$ cat src/inc/fbp_pkg.sv
/*
 * Package for the full-bridge pwm sequencer: timing constants, phase states
 * and the packed carriers for comparator flags and drive outputs.
 * Assumes a 100 MHz block clock and comparator flags arriving asynchronously.
 */
package fbp_pkg;

   // =========================================================================
   // timing
   // =========================================================================
   localparam int CLK_PERIOD_NS     = 10;
   localparam int MIN_PULSE_NS      = 525;
   localparam int MIN_PULSE_CYC     = (MIN_PULSE_NS + CLK_PERIOD_NS - 1) / CLK_PERIOD_NS;
   localparam int PERIOD_NS         = 5000;
   localparam int PERIOD_CYC        = PERIOD_NS / CLK_PERIOD_NS;
   localparam int CNT_W             = 16;
   localparam int SYNC_STAGES       = 2;
   localparam int SR_ARM_EDGES      = 2;
   localparam int BURST_PAIR_PULSES = 2;
   localparam int BURST_OFF_HALVES  = 4;
   localparam int SS_RAMP_STEP      = 1;

   // =========================================================================
   // reset values
   // =========================================================================
   localparam logic [CNT_W-1:0] CNT_RST = 16'h0000;
   localparam logic [1:0]       EDGE_RST = 2'h0;

   // =========================================================================
   // half-cycle phase of the bridge
   // =========================================================================
   typedef enum logic [1:0] {
      FBP_IDLE   = 2'b00,
      FBP_HALF_A = 2'b01,
      FBP_HALF_B = 2'b10,
      FBP_OFF    = 2'b11
   } fbp_phase_t;

   // comparator flags from the analog side, plus the sync input from a master
   typedef struct packed {
      logic uvlo_ok;      // supply above rising threshold
      logic ref_ok;       // reference regulator ready
      logic temp_ok;      // junction below thermal limit
      logic ss_ok;        // soft-start not below its threshold
      logic cs_below_dcm; // current sense below light-load threshold
      logic cur_limit;    // cycle-by-cycle current limit tripped
      logic pwm_end;      // loop comparator says end the pulse
      logic sync_in;      // synchronization from a master
   } fbp_flags_t;

   typedef struct packed {
      logic primary_left_upper_drive;
      logic primary_left_lower_drive;
      logic primary_right_upper_drive;
      logic primary_right_lower_drive;
      logic rectifier_drive_one;
      logic rectifier_drive_two;
   } fbp_drives_t;

   localparam int FLAG_W = $bits(fbp_flags_t);

endpackage : fbp_pkg

$ cat src/hdl/fbp_sync.sv
/*
 * Two-stage synchroniser for a vector of asynchronous comparator flags.
 * Assumes the flags are static for at least two block clocks to be seen.
 */
`timescale 1ns/1ps
module fbp_sync #(
   parameter int WIDTH = 8
) (
   input  wire logic             clk_i,
   input  wire logic             rst_n_i,
   input  wire logic [WIDTH-1:0] async_i,
   output logic      [WIDTH-1:0] sync_o
);

   // =========================================================================
   // two flops; the first one is read only by the second
   // =========================================================================
   logic [WIDTH-1:0] meta;

   always_ff @(posedge clk_i or negedge rst_n_i) begin
      if (!rst_n_i) begin
         meta   <= '0;
         sync_o <= '0;
      end else begin
         meta   <= async_i;
         sync_o <= meta;
      end
   end

endmodule : fbp_sync

$ cat src/hdl/fbp_sequencer.sv
/*
 * Full-bridge pwm sequencer: start gating, duty priority, light-load modes and
 * rectifier control for a phase-shifted bridge.
 * Assumes analog comparators give flags, gate drivers add dead time outside.
 */
//
// Overview of operation
// - start is raised only while supply, reference, temperature and soft-start level are all good.
// - outside current limit no primary pulse is shorter than the minimum pulse width.
// - a current-limit trip ends the pulse at once, overriding loop demand and minimum width.
// - the loop reference is the lower of soft-start minus offset and the external reference.
// - soft-start held low stops switching; release restarts with a rising duty unless limiting.
// - the internal reference regulator is disabled only during undervoltage lockout.
// - current sense below the light-load threshold enters discontinuous mode with rectifiers low.
// - burst mode emits an even number of minimum pulses then an off interval, repeating.
// - burst entry is decided by the minimum pulse width, not a separate threshold.
// - in burst at start-up no pulse appears on the second rectifier drive.
// - rectifier drives stay off until two primary falling edges have been seen.
// - master drives the sync output; a slave times its cycles from the sync input.
// - voltage or peak-current mode is chosen by the slope-compensation select input.
// - no left-leg primary goes high while both rectifier drives are high.
// - each rectifier drive rises with its paired right-leg primary drive.
`timescale 1ns/1ps
module fbp_sequencer #(
   parameter int PERIOD_CYC    = fbp_pkg::PERIOD_CYC,
   parameter int MIN_PULSE_CYC = fbp_pkg::MIN_PULSE_CYC
) (
   input  wire logic                clk_i,
   input  wire logic                rst_n_i,
   input  wire logic                sync_rst_i,
   input  wire fbp_pkg::fbp_flags_t flags_i,
   input  wire logic                ss_below_ext_ref_i,
   input  wire logic                freq_set_input_i,
   input  wire logic                slope_comp_select_i,
   output fbp_pkg::fbp_drives_t     drives_o,
   output logic                     sync_out_o,
   output logic                     ref_reg_en_o,
   output logic                     loop_ref_from_ss_o,
   output logic                     peak_current_mode_o,
   output logic                     discontinuous_conduction_mode_o,
   output logic                     burst_active_o,
   output logic                     start_o
);

   // =========================================================================
   // input synchronisation
   // =========================================================================
   localparam int CW = fbp_pkg::CNT_W;
   fbp_pkg::fbp_flags_t fl;
   logic [2:0]          cfg_s;

   fbp_sync #(.WIDTH(fbp_pkg::FLAG_W)) u_flag_sync (
      .clk_i   (clk_i),
      .rst_n_i (rst_n_i),
      .async_i (flags_i),
      .sync_o  (fl)
   );

   fbp_sync #(.WIDTH(3)) u_cfg_sync (
      .clk_i   (clk_i),
      .rst_n_i (rst_n_i),
      .async_i ({ss_below_ext_ref_i, freq_set_input_i, slope_comp_select_i}),
      .sync_o  (cfg_s)
   );

   // =========================================================================
   // decode
   // =========================================================================
   function automatic logic [CW-1:0] to_cnt(input int v);
      to_cnt = CW'(v);
   endfunction : to_cnt

   wire is_master  = cfg_s[1];
   // start gating; pin below threshold stops switching
   wire next_start = fl.uvlo_ok & fl.ref_ok & fl.temp_ok & fl.ss_ok & ~sync_rst_i;

   logic [CW-1:0] cnt;
   logic [CW-1:0] ss_ramp;
   logic          sync_q;
   logic          start;
   fbp_pkg::fbp_phase_t phase;
   logic          pulse_on;
   logic [1:0]    fall_cnt;
   logic [1:0]    burst_cnt;
   logic [2:0]    off_cnt;
   logic          startup_burst;
   logic          short_seen;

   wire sync_rise = is_master ? 1'b0 : (cfg_s[1] == 1'b0) & fl.sync_in & ~sync_q;
   // at-or-past, so a count left long by slave timing still closes the half
   wire half_end  = is_master ? (cnt >= to_cnt(PERIOD_CYC - 1)) : sync_rise;
   wire at_min    = cnt >= to_cnt(MIN_PULSE_CYC);
   // burst entry from min pulse: loop wants less than the min pulse
   wire loop_short = fl.pwm_end & ~at_min & ~fl.cur_limit;
   // the short request is seen before the minimum ends the pulse, so it is kept
   wire burst_req  = loop_short | short_seen;
   // soft-start ramp forms a duty ceiling while it is the lower reference
   wire ss_limit  = cfg_s[2] & (cnt >= ss_ramp) & at_min;
   // current limit wins; otherwise never below min width
   wire end_pulse = fl.cur_limit | (at_min & (fl.pwm_end | ss_limit));
   wire in_burst  = burst_cnt != 2'h0 || off_cnt != 3'h0;
   wire discontinuous_conduction_mode       = fl.cs_below_dcm;
   // rectifiers armed after two falling edges
   wire sr_armed  = fall_cnt == 2'(fbp_pkg::SR_ARM_EDGES);

   // =========================================================================
   // cycle counter and soft-start ramp
   // =========================================================================
   // master counts its own period; slave restarts on the sync edge
   always_ff @(posedge clk_i or negedge rst_n_i) begin
      if (!rst_n_i) begin
         cnt     <= fbp_pkg::CNT_RST;
         ss_ramp <= fbp_pkg::CNT_RST;
         sync_q  <= 1'b0;
         start   <= 1'b0;
      end else begin
         sync_q <= fl.sync_in;
         start  <= next_start;
         cnt    <= (!start || half_end) ? fbp_pkg::CNT_RST : cnt + to_cnt(1);
         // gradual restart; ramp only grows while no limit is present
         if (!start)
            ss_ramp <= to_cnt(MIN_PULSE_CYC);
         else if (half_end && !fl.cur_limit && ss_ramp < to_cnt(PERIOD_CYC))
            ss_ramp <= ss_ramp + to_cnt(fbp_pkg::SS_RAMP_STEP);
      end
   end

   // =========================================================================
   // phase, pulse, burst and rectifier arming
   // =========================================================================
   // loss of start clears burst and arming state
   always_ff @(posedge clk_i or negedge rst_n_i) begin
      if (!rst_n_i) begin
         phase         <= fbp_pkg::FBP_IDLE;
         pulse_on      <= 1'b0;
         fall_cnt      <= fbp_pkg::EDGE_RST;
         burst_cnt     <= 2'h0;
         off_cnt       <= 3'h0;
         startup_burst <= 1'b0;
         short_seen    <= 1'b0;
      end else if (!start) begin
         phase         <= fbp_pkg::FBP_IDLE;
         pulse_on      <= 1'b0;
         fall_cnt      <= fbp_pkg::EDGE_RST;
         burst_cnt     <= 2'h0;
         off_cnt       <= 3'h0;
         startup_burst <= 1'b1;
         short_seen    <= 1'b0;
      end else begin
         // remember a loop request below the minimum within this pulse
         if (half_end)
            short_seen <= 1'b0;
         else if (pulse_on && loop_short)
            short_seen <= 1'b1;
         if (pulse_on && end_pulse) begin
            pulse_on <= 1'b0;
            if (!sr_armed)
               fall_cnt <= fall_cnt + 2'h1;
            // count minimum pulses in pairs; a finished pair starts the off interval
            if (burst_req || burst_cnt != 2'h0) begin
               if (burst_cnt == 2'(fbp_pkg::BURST_PAIR_PULSES - 1)) begin
                  burst_cnt <= 2'h0;
                  off_cnt   <= 3'(fbp_pkg::BURST_OFF_HALVES);
               end else begin
                  burst_cnt <= burst_cnt + 2'h1;
               end
            end
         end
         if (half_end) begin
            unique case (phase)
               fbp_pkg::FBP_IDLE:   phase <= fbp_pkg::FBP_HALF_A;
               fbp_pkg::FBP_HALF_A: phase <= fbp_pkg::FBP_HALF_B;
               fbp_pkg::FBP_HALF_B: phase <= fbp_pkg::FBP_HALF_A;
               fbp_pkg::FBP_OFF:    phase <= fbp_pkg::FBP_HALF_A;
            endcase
            // off interval: no pulses for a few half cycles
            if (off_cnt != 3'h0) begin
               off_cnt  <= off_cnt - 3'h1;
               pulse_on <= 1'b0;
            end else begin
               pulse_on <= 1'b1;
            end
            if (!in_burst && sr_armed)
               startup_burst <= 1'b0;
         end
      end
   end

   // =========================================================================
   // output drives, all registered
   // =========================================================================
   wire half_a = phase == fbp_pkg::FBP_HALF_A;
   wire half_b = phase == fbp_pkg::FBP_HALF_B;
   wire run    = start & pulse_on & ~(pulse_on & end_pulse);
   // rectifiers follow their right-leg partner; held low in dcm
   wire rect_one = half_a & start & sr_armed & ~discontinuous_conduction_mode;
   // no second rectifier pulse in start-up burst
   wire rect_two = half_b & start & sr_armed & ~discontinuous_conduction_mode & ~(startup_burst & in_burst);
   // left leg blocked while both rectifiers would be high
   wire both_rect = rect_one & rect_two;
   fbp_pkg::fbp_drives_t next_drives;
   assign next_drives.primary_left_upper_drive  = run & half_a & ~both_rect;
   assign next_drives.primary_left_lower_drive  = run & half_b & ~both_rect;
   assign next_drives.primary_right_upper_drive = start & half_a;
   assign next_drives.primary_right_lower_drive = start & half_b;
   assign next_drives.rectifier_drive_one       = rect_one;
   assign next_drives.rectifier_drive_two       = rect_two;

   // synchronous reset clears all drives through start
   always_ff @(posedge clk_i or negedge rst_n_i) begin
      if (!rst_n_i) begin
         drives_o                        <= '0;
         sync_out_o                      <= 1'b0;
         ref_reg_en_o                    <= 1'b0;
         loop_ref_from_ss_o              <= 1'b0;
         peak_current_mode_o             <= 1'b0;
         discontinuous_conduction_mode_o <= 1'b0;
         burst_active_o                  <= 1'b0;
         start_o                         <= 1'b0;
      end else begin
         drives_o                        <= start ? next_drives : '0;
         // master drives sync at each half-cycle start
         sync_out_o                      <= is_master & start & half_end;
         ref_reg_en_o                    <= fl.uvlo_ok;
         loop_ref_from_ss_o              <= cfg_s[2];
         peak_current_mode_o             <= cfg_s[0];
         discontinuous_conduction_mode_o <= start & discontinuous_conduction_mode;
         burst_active_o                  <= start & in_burst;
         start_o                         <= start;
      end
   end

endmodule : fbp_sequencer

$ cat config.mk
export PLATFORM = sky130hd
export DESIGN_NAME = fbp_sequencer
export DESIGN_NICKNAME = d
export VERILOG_FILES = /design/src/inc/fbp_pkg.sv /design/src/hdl/fbp_sync.sv /design/src/hdl/fbp_sequencer.sv
export SDC_FILE = /design/constraint.sdc
export NUM_CORES = 1
export LEC_CHECK = 0
export ABC_CLOCK_PERIOD_IN_PS = 5500
export BUFFER_PORTS_ARGS = -buffer_cell sky130_fd_sc_hd__buf_2
export CAP_MARGIN = 5
export CORE_AREA = 4 4 88 90
export CTS_CLUSTER_DIAMETER = 60
export DETAILED_ROUTE_END_ITERATION = 7
export DIE_AREA = 0 0 92 94
export PLACE_DENSITY_LB_ADDON = 0.3
export SETUP_SLACK_MARGIN = 0.3
export SYNTH_ARGS = -nofsm -noshare
export SYNTH_HDL_FRONTEND = slang
export SYNTH_SLANG_ARGS = --single-unit
$ cat constraint.sdc
create_clock -name clk_i -period 5.5 [get_ports clk_i]
set_clock_uncertainty 0.2 [all_clocks]
set_input_delay 1.1 -clock clk_i [delete_from_list [all_inputs] [get_ports clk_i]]
set_output_delay 1.1 -clock clk_i [all_outputs]
set_load 0.1 [all_outputs]
==> flow_results.xml <==
<?xml version="1.0" encoding="UTF-8"?>
<metrics>
  <group name="cts">
    <metric name="number_of_hold_buffers_added_after_cts" unit="">0</metric>
    <metric name="cts-root-to-sink-buffers" unit="">2</metric>
    <metric name="numClockSinks" unit="">81</metric>
    <metric name="cts-htree-levels" unit="">3</metric>
    <metric name="tritoncts" unit="">done</metric>
    <metric name="clock_slew_seen_by_the_registers_of_the_worst_setup_and_hold_paths" unit="ns">0.09</metric>
    <metric name="postCtsSetupBuffers" unit="">0</metric>
    <metric name="cts_made_buffers" unit="">9</metric>
    <metric name="cts_repair_resize_count" unit="">0</metric>
    <metric name="clock_latency_reported_for_the_late_side_of_the_worst_skew_pair" unit="ns">0.35</metric>
    <metric name="clock_tree.root_cell" unit="">sky130_fd_sc_hd__clkbuf_8</metric>
  </group>
  <group name="setup_path">
    <metric name="worst_r2r_startpoint" unit="">cnt[12]</metric>
    <metric name="end_kind" unit="">register</metric>
    <metric name="cp_data_required_time" unit="ns">5.57</metric>
    <metric name="crit_arrival" unit="ns">2.79</metric>
    <metric name="worst_setup_path_start_kind" unit="">register</metric>
    <metric name="path_max_fanout" unit="">7</metric>
    <metric name="setup.reg_to_reg.worst_slack" unit="ns">2.78</metric>
    <metric name="critical_path_type" unit="">register to register</metric>
    <metric name="worstRegToRegCells" unit="">7</metric>
    <metric name="worstReg2RegEnd" unit="">fall_cnt[1]</metric>
  </group>
  <group name="yosys">
    <metric name="primary_ff_master_synth" unit="">sky130_fd_sc_hd__dfrtp_1</metric>
    <metric name="post_synth_fa_ha_maj_area_fraction" unit="">0.08067</metric>
    <metric name="synth_enable_flop_cells" unit="">0</metric>
    <metric name="synth_compound_gate_area_share" unit="">0.08208</metric>
    <metric name="asyncSetResetFlopFracSynth" unit="">1.000</metric>
    <metric name="synthesized_nets" unit="">362</metric>
    <metric name="synth_top_family_by_area" unit="">simple AND/OR/NAND/NOR gates</metric>
    <metric name="post_synthesis_cell_count" unit="">325</metric>
    <metric name="synth-seq-cells" unit="">81</metric>
    <metric name="synthSimpleGateAreaFrac" unit="">0.1771</metric>
    <metric name="synth_cell_type_count" unit="">47</metric>
    <metric name="synthMuxAreaShare" unit="">0.008418</metric>
    <metric name="yosys.area_share.xor_xnor" unit="">0.04420</metric>
    <metric name="mappedNetlistArea" unit="sq mm">0.003567</metric>
    <metric name="yosys_warnings" unit="">0</metric>
    <metric name="synth-seq-area-share" unit="">0.5682</metric>
    <metric name="synth_area_per_cell" unit="sq um">10.98</metric>
  </group>
  <group name="timing">
    <metric name="max_clock_freq" unit="MHz">367.7</metric>
    <metric name="final_max_slew_viol_count" unit="">0</metric>
    <metric name="grt_setup_unrepaired" unit="">no</metric>
    <metric name="timing.setup.tns" unit="ns">0</metric>
    <metric name="hold_violation_count_in_the_final_report" unit="">0</metric>
    <metric name="fin_worst_hold_slack" unit="ns">0.1538</metric>
    <metric name="worst_slew_pin_slew" unit="ns">0.9691</metric>
    <metric name="timing.final.setup_violations" unit="">0</metric>
    <metric name="post-route-min-period" unit="ns">2.720</metric>
    <metric name="worst_slew_margin_rel" unit="">0.3539</metric>
    <metric name="final_min_period_over_clock_period" unit="">0.4945</metric>
  </group>
  <group name="route">
    <metric name="vias_per_cell" unit="">5.115</metric>
    <metric name="detail_route.wirelength" unit="um">6447</metric>
    <metric name="ant_nets" unit="">0</metric>
    <metric name="wire_per_inst" unit="um">14.02</metric>
    <metric name="drt_iter0_drcs" unit="">133</metric>
    <metric name="post-route-drc-count" unit="">0</metric>
    <metric name="detail_route.first_pass.iterations" unit="">4</metric>
    <metric name="total_via_count_in_the_routed_design" unit="">2353</metric>
  </group>
  <group name="placement">
    <metric name="port_buffers" unit="">26</metric>
    <metric name="routabilityCongestion" unit="">0.8093</metric>
    <metric name="dpl.hpwl" unit="um">4569</metric>
    <metric name="place.detailed.instances" unit="">444</metric>
  </group>
  <group name="hold_path">
    <metric name="min_from" unit="">u_flag_sync.meta[2]</metric>
    <metric name="hold_path_cells" unit="">0</metric>
    <metric name="hold_class" unit="">register to register</metric>
    <metric name="worstHoldEndpoint" unit="">u_flag_sync.sync_o[2]</metric>
  </group>
  <group name="die">
    <metric name="io_pins" unit="">27</metric>
    <metric name="initial_utilization" unit="">0.5053</metric>
    <metric name="die_footprint" unit="sq mm">0.008648</metric>
    <metric name="dieHeight" unit="um">94</metric>
    <metric name="placement_rows" unit="">31</metric>
    <metric name="die_x" unit="um">92</metric>
    <metric name="design.core.area" unit="sq mm">0.007059</metric>
  </group>
  <group name="flow_run">
    <metric name="max-cap-violations" unit="">0</metric>
  </group>
  <group name="global_route">
    <metric name="grt.total_usage" unit="">0.1670</metric>
    <metric name="grt_max_degree" unit="">82</metric>
    <metric name="first_pass_grt_wire_length" unit="um">11260</metric>
    <metric name="grt.overflow.total" unit="">0</metric>
    <metric name="antenna_found_initial" unit="">0</metric>
    <metric name="grt_pass1_vias" unit="">2394</metric>
  </group>
  <group name="final_layout">
    <metric name="multi_input_area" unit="sq mm">0.001400</metric>
    <metric name="n_fill_cell" unit="">627</metric>
    <metric name="layout.cells.most_common_list" unit="">81 x sky130_fd_sc_hd__dfrtp_1, 33 x sky130_fd_sc_hd__nor2_1, 30 x sky130_fd_sc_hd__nand2_1</metric>
    <metric name="drive_gt1_frac" unit="">0.1468</metric>
    <metric name="num-nets-final" unit="">393</metric>
    <metric name="area_growth" unit="%">12.80</metric>
    <metric name="area.sequential" unit="sq mm">0.002027</metric>
    <metric name="most_common_library_cell_in_the_layout_ignoring_fill_and_taps" unit="">sky130_fd_sc_hd__dfrtp_1</metric>
    <metric name="antenna-diode-count" unit="">0</metric>
    <metric name="stdcell_count" unit="">460</metric>
  </group>
  <group name="power">
    <metric name="power_per_cell_area" unit="mW/mm^2">285.2</metric>
    <metric name="worst_supply_voltage_drop_on_vdd" unit="V">0.0002608</metric>
    <metric name="static_leakage" unit="uW">0.001841</metric>
  </group>
  <group name="outcome">
    <metric name="status" unit="">finished clean</metric>
  </group>
</metrics>
-- through the flow --
step           setup slack, ns  cell area [sq um]  utilization  total power [uW]
2_1_floorplan            3.142               3567            -             641.6
3_3_place_gp             2.893               3792       0.5372             661.3
3_5_place_dp             2.866               3792       0.5372             662.9
4_1_cts                  2.802               4024       0.5700              1164
5_1_grt                  2.508               4024       0.5700              1195
6_report                 2.780               4024       0.5700              1147
-- final cells by class --
type                    count  share of cell area
well taps                  99             0.03078
clock buffers               9             0.03078
clock inverters             7             0.02674
repair buffers             26             0.03296
flip-flops and latches     81              0.5037
multi-input cells         209              0.3479
inverters                  29             0.02705
-- how the worst max path moves through the flow --
stage	cells past startpoint	start	end
floorplan	8	cnt[0]	ss_ramp[3]
CTS	7	cnt[12]	fall_cnt[1]
detailed placement	7	cnt[12]	fall_cnt[1]
global route	7	cnt[15]	fall_cnt[1]
global placement	7	cnt[12]	fall_cnt[1]
finish	7	cnt[12]	fall_cnt[1]
-- cell usage after synthesis (2+ instances only) --
cell,number,area (sq um)
sky130_fd_sc_hd__clkbuf_1,4,15.01
sky130_fd_sc_hd__mux2i_1,3,30.03
sky130_fd_sc_hd__o31ai_1,2,15.01
sky130_fd_sc_hd__nor4_1,4,25.02
sky130_fd_sc_hd__and2_1,2,12.51
sky130_fd_sc_hd__a21oi_1,13,65.06
sky130_fd_sc_hd__inv_1,28,105.1
sky130_fd_sc_hd__ha_1,23,287.8
sky130_fd_sc_hd__or3_1,6,37.54
sky130_fd_sc_hd__xnor2_1,9,78.83
sky130_fd_sc_hd__nor3_1,8,40.04
sky130_fd_sc_hd__and3_1,3,18.77
sky130_fd_sc_hd__o21ai_0,12,60.06
sky130_fd_sc_hd__nand3_1,9,45.04
sky130_fd_sc_hd__nor2b_1,3,18.77
sky130_fd_sc_hd__nand4_1,6,37.54
sky130_fd_sc_hd__a31oi_1,3,18.77
sky130_fd_sc_hd__nand2_1,30,112.6
sky130_fd_sc_hd__dfrtp_1,81,2027
sky130_fd_sc_hd__or4_4,2,22.52
sky130_fd_sc_hd__xor2_1,9,78.83
sky130_fd_sc_hd__nand3b_1,2,15.01
sky130_fd_sc_hd__nor2_1,33,123.9
sky130_fd_sc_hd__nand2b_1,7,43.79
-- flip-flops by register name, indices dropped and copies added (netlist names), 2 cells and up --
register / flops
u_cfg_sync.sync_o: 3
fall_cnt: 2
u_flag_sync.sync_o: 8
u_flag_sync.meta: 8
off_cnt: 3
ss_ramp: 16
u_cfg_sync.meta: 3
drives_o: 6
phase: 2
cnt: 16
burst_cnt: 2
-- kinds of logic after synthesis --
group,Yosys count
xor+xnor,18
buf+inv,35
mux,3
flops,81
simple gates,123
fa+ha+maj,23
compound gates,42
-- report_power, final --
group	internal [uW]	switching, uW	leakage [uW]
combinational	9.07	29.8	0.000682
clock	265	233	0.000114
sequential	605	5.05	0.00105
-- worst max-delay path: stages (launching register included) --
cell                       delay, ns
sky130_fd_sc_hd__dfrtp_1        0.45
sky130_fd_sc_hd__ha_1           0.32
sky130_fd_sc_hd__nand4_1        0.15
sky130_fd_sc_hd__nor4_1         0.31
sky130_fd_sc_hd__a31oi_1        0.13
sky130_fd_sc_hd__a311oi_2       0.53
sky130_fd_sc_hd__nor2b_1        0.31
sky130_fd_sc_hd__mux2i_1        0.23
-- metal layers --
metal / global-route usage / routed length, um / up-vias
met3: 0.04167 / 217 / 10
li1: - / - / 1168
met2: 0.2634 / 3015 / 35
met5: 0 / 0 / -
met4: 0.06931 / 135 / 0
met1: 0.2212 / 3079 / 1140
Power figures use the tool's default switching activity.
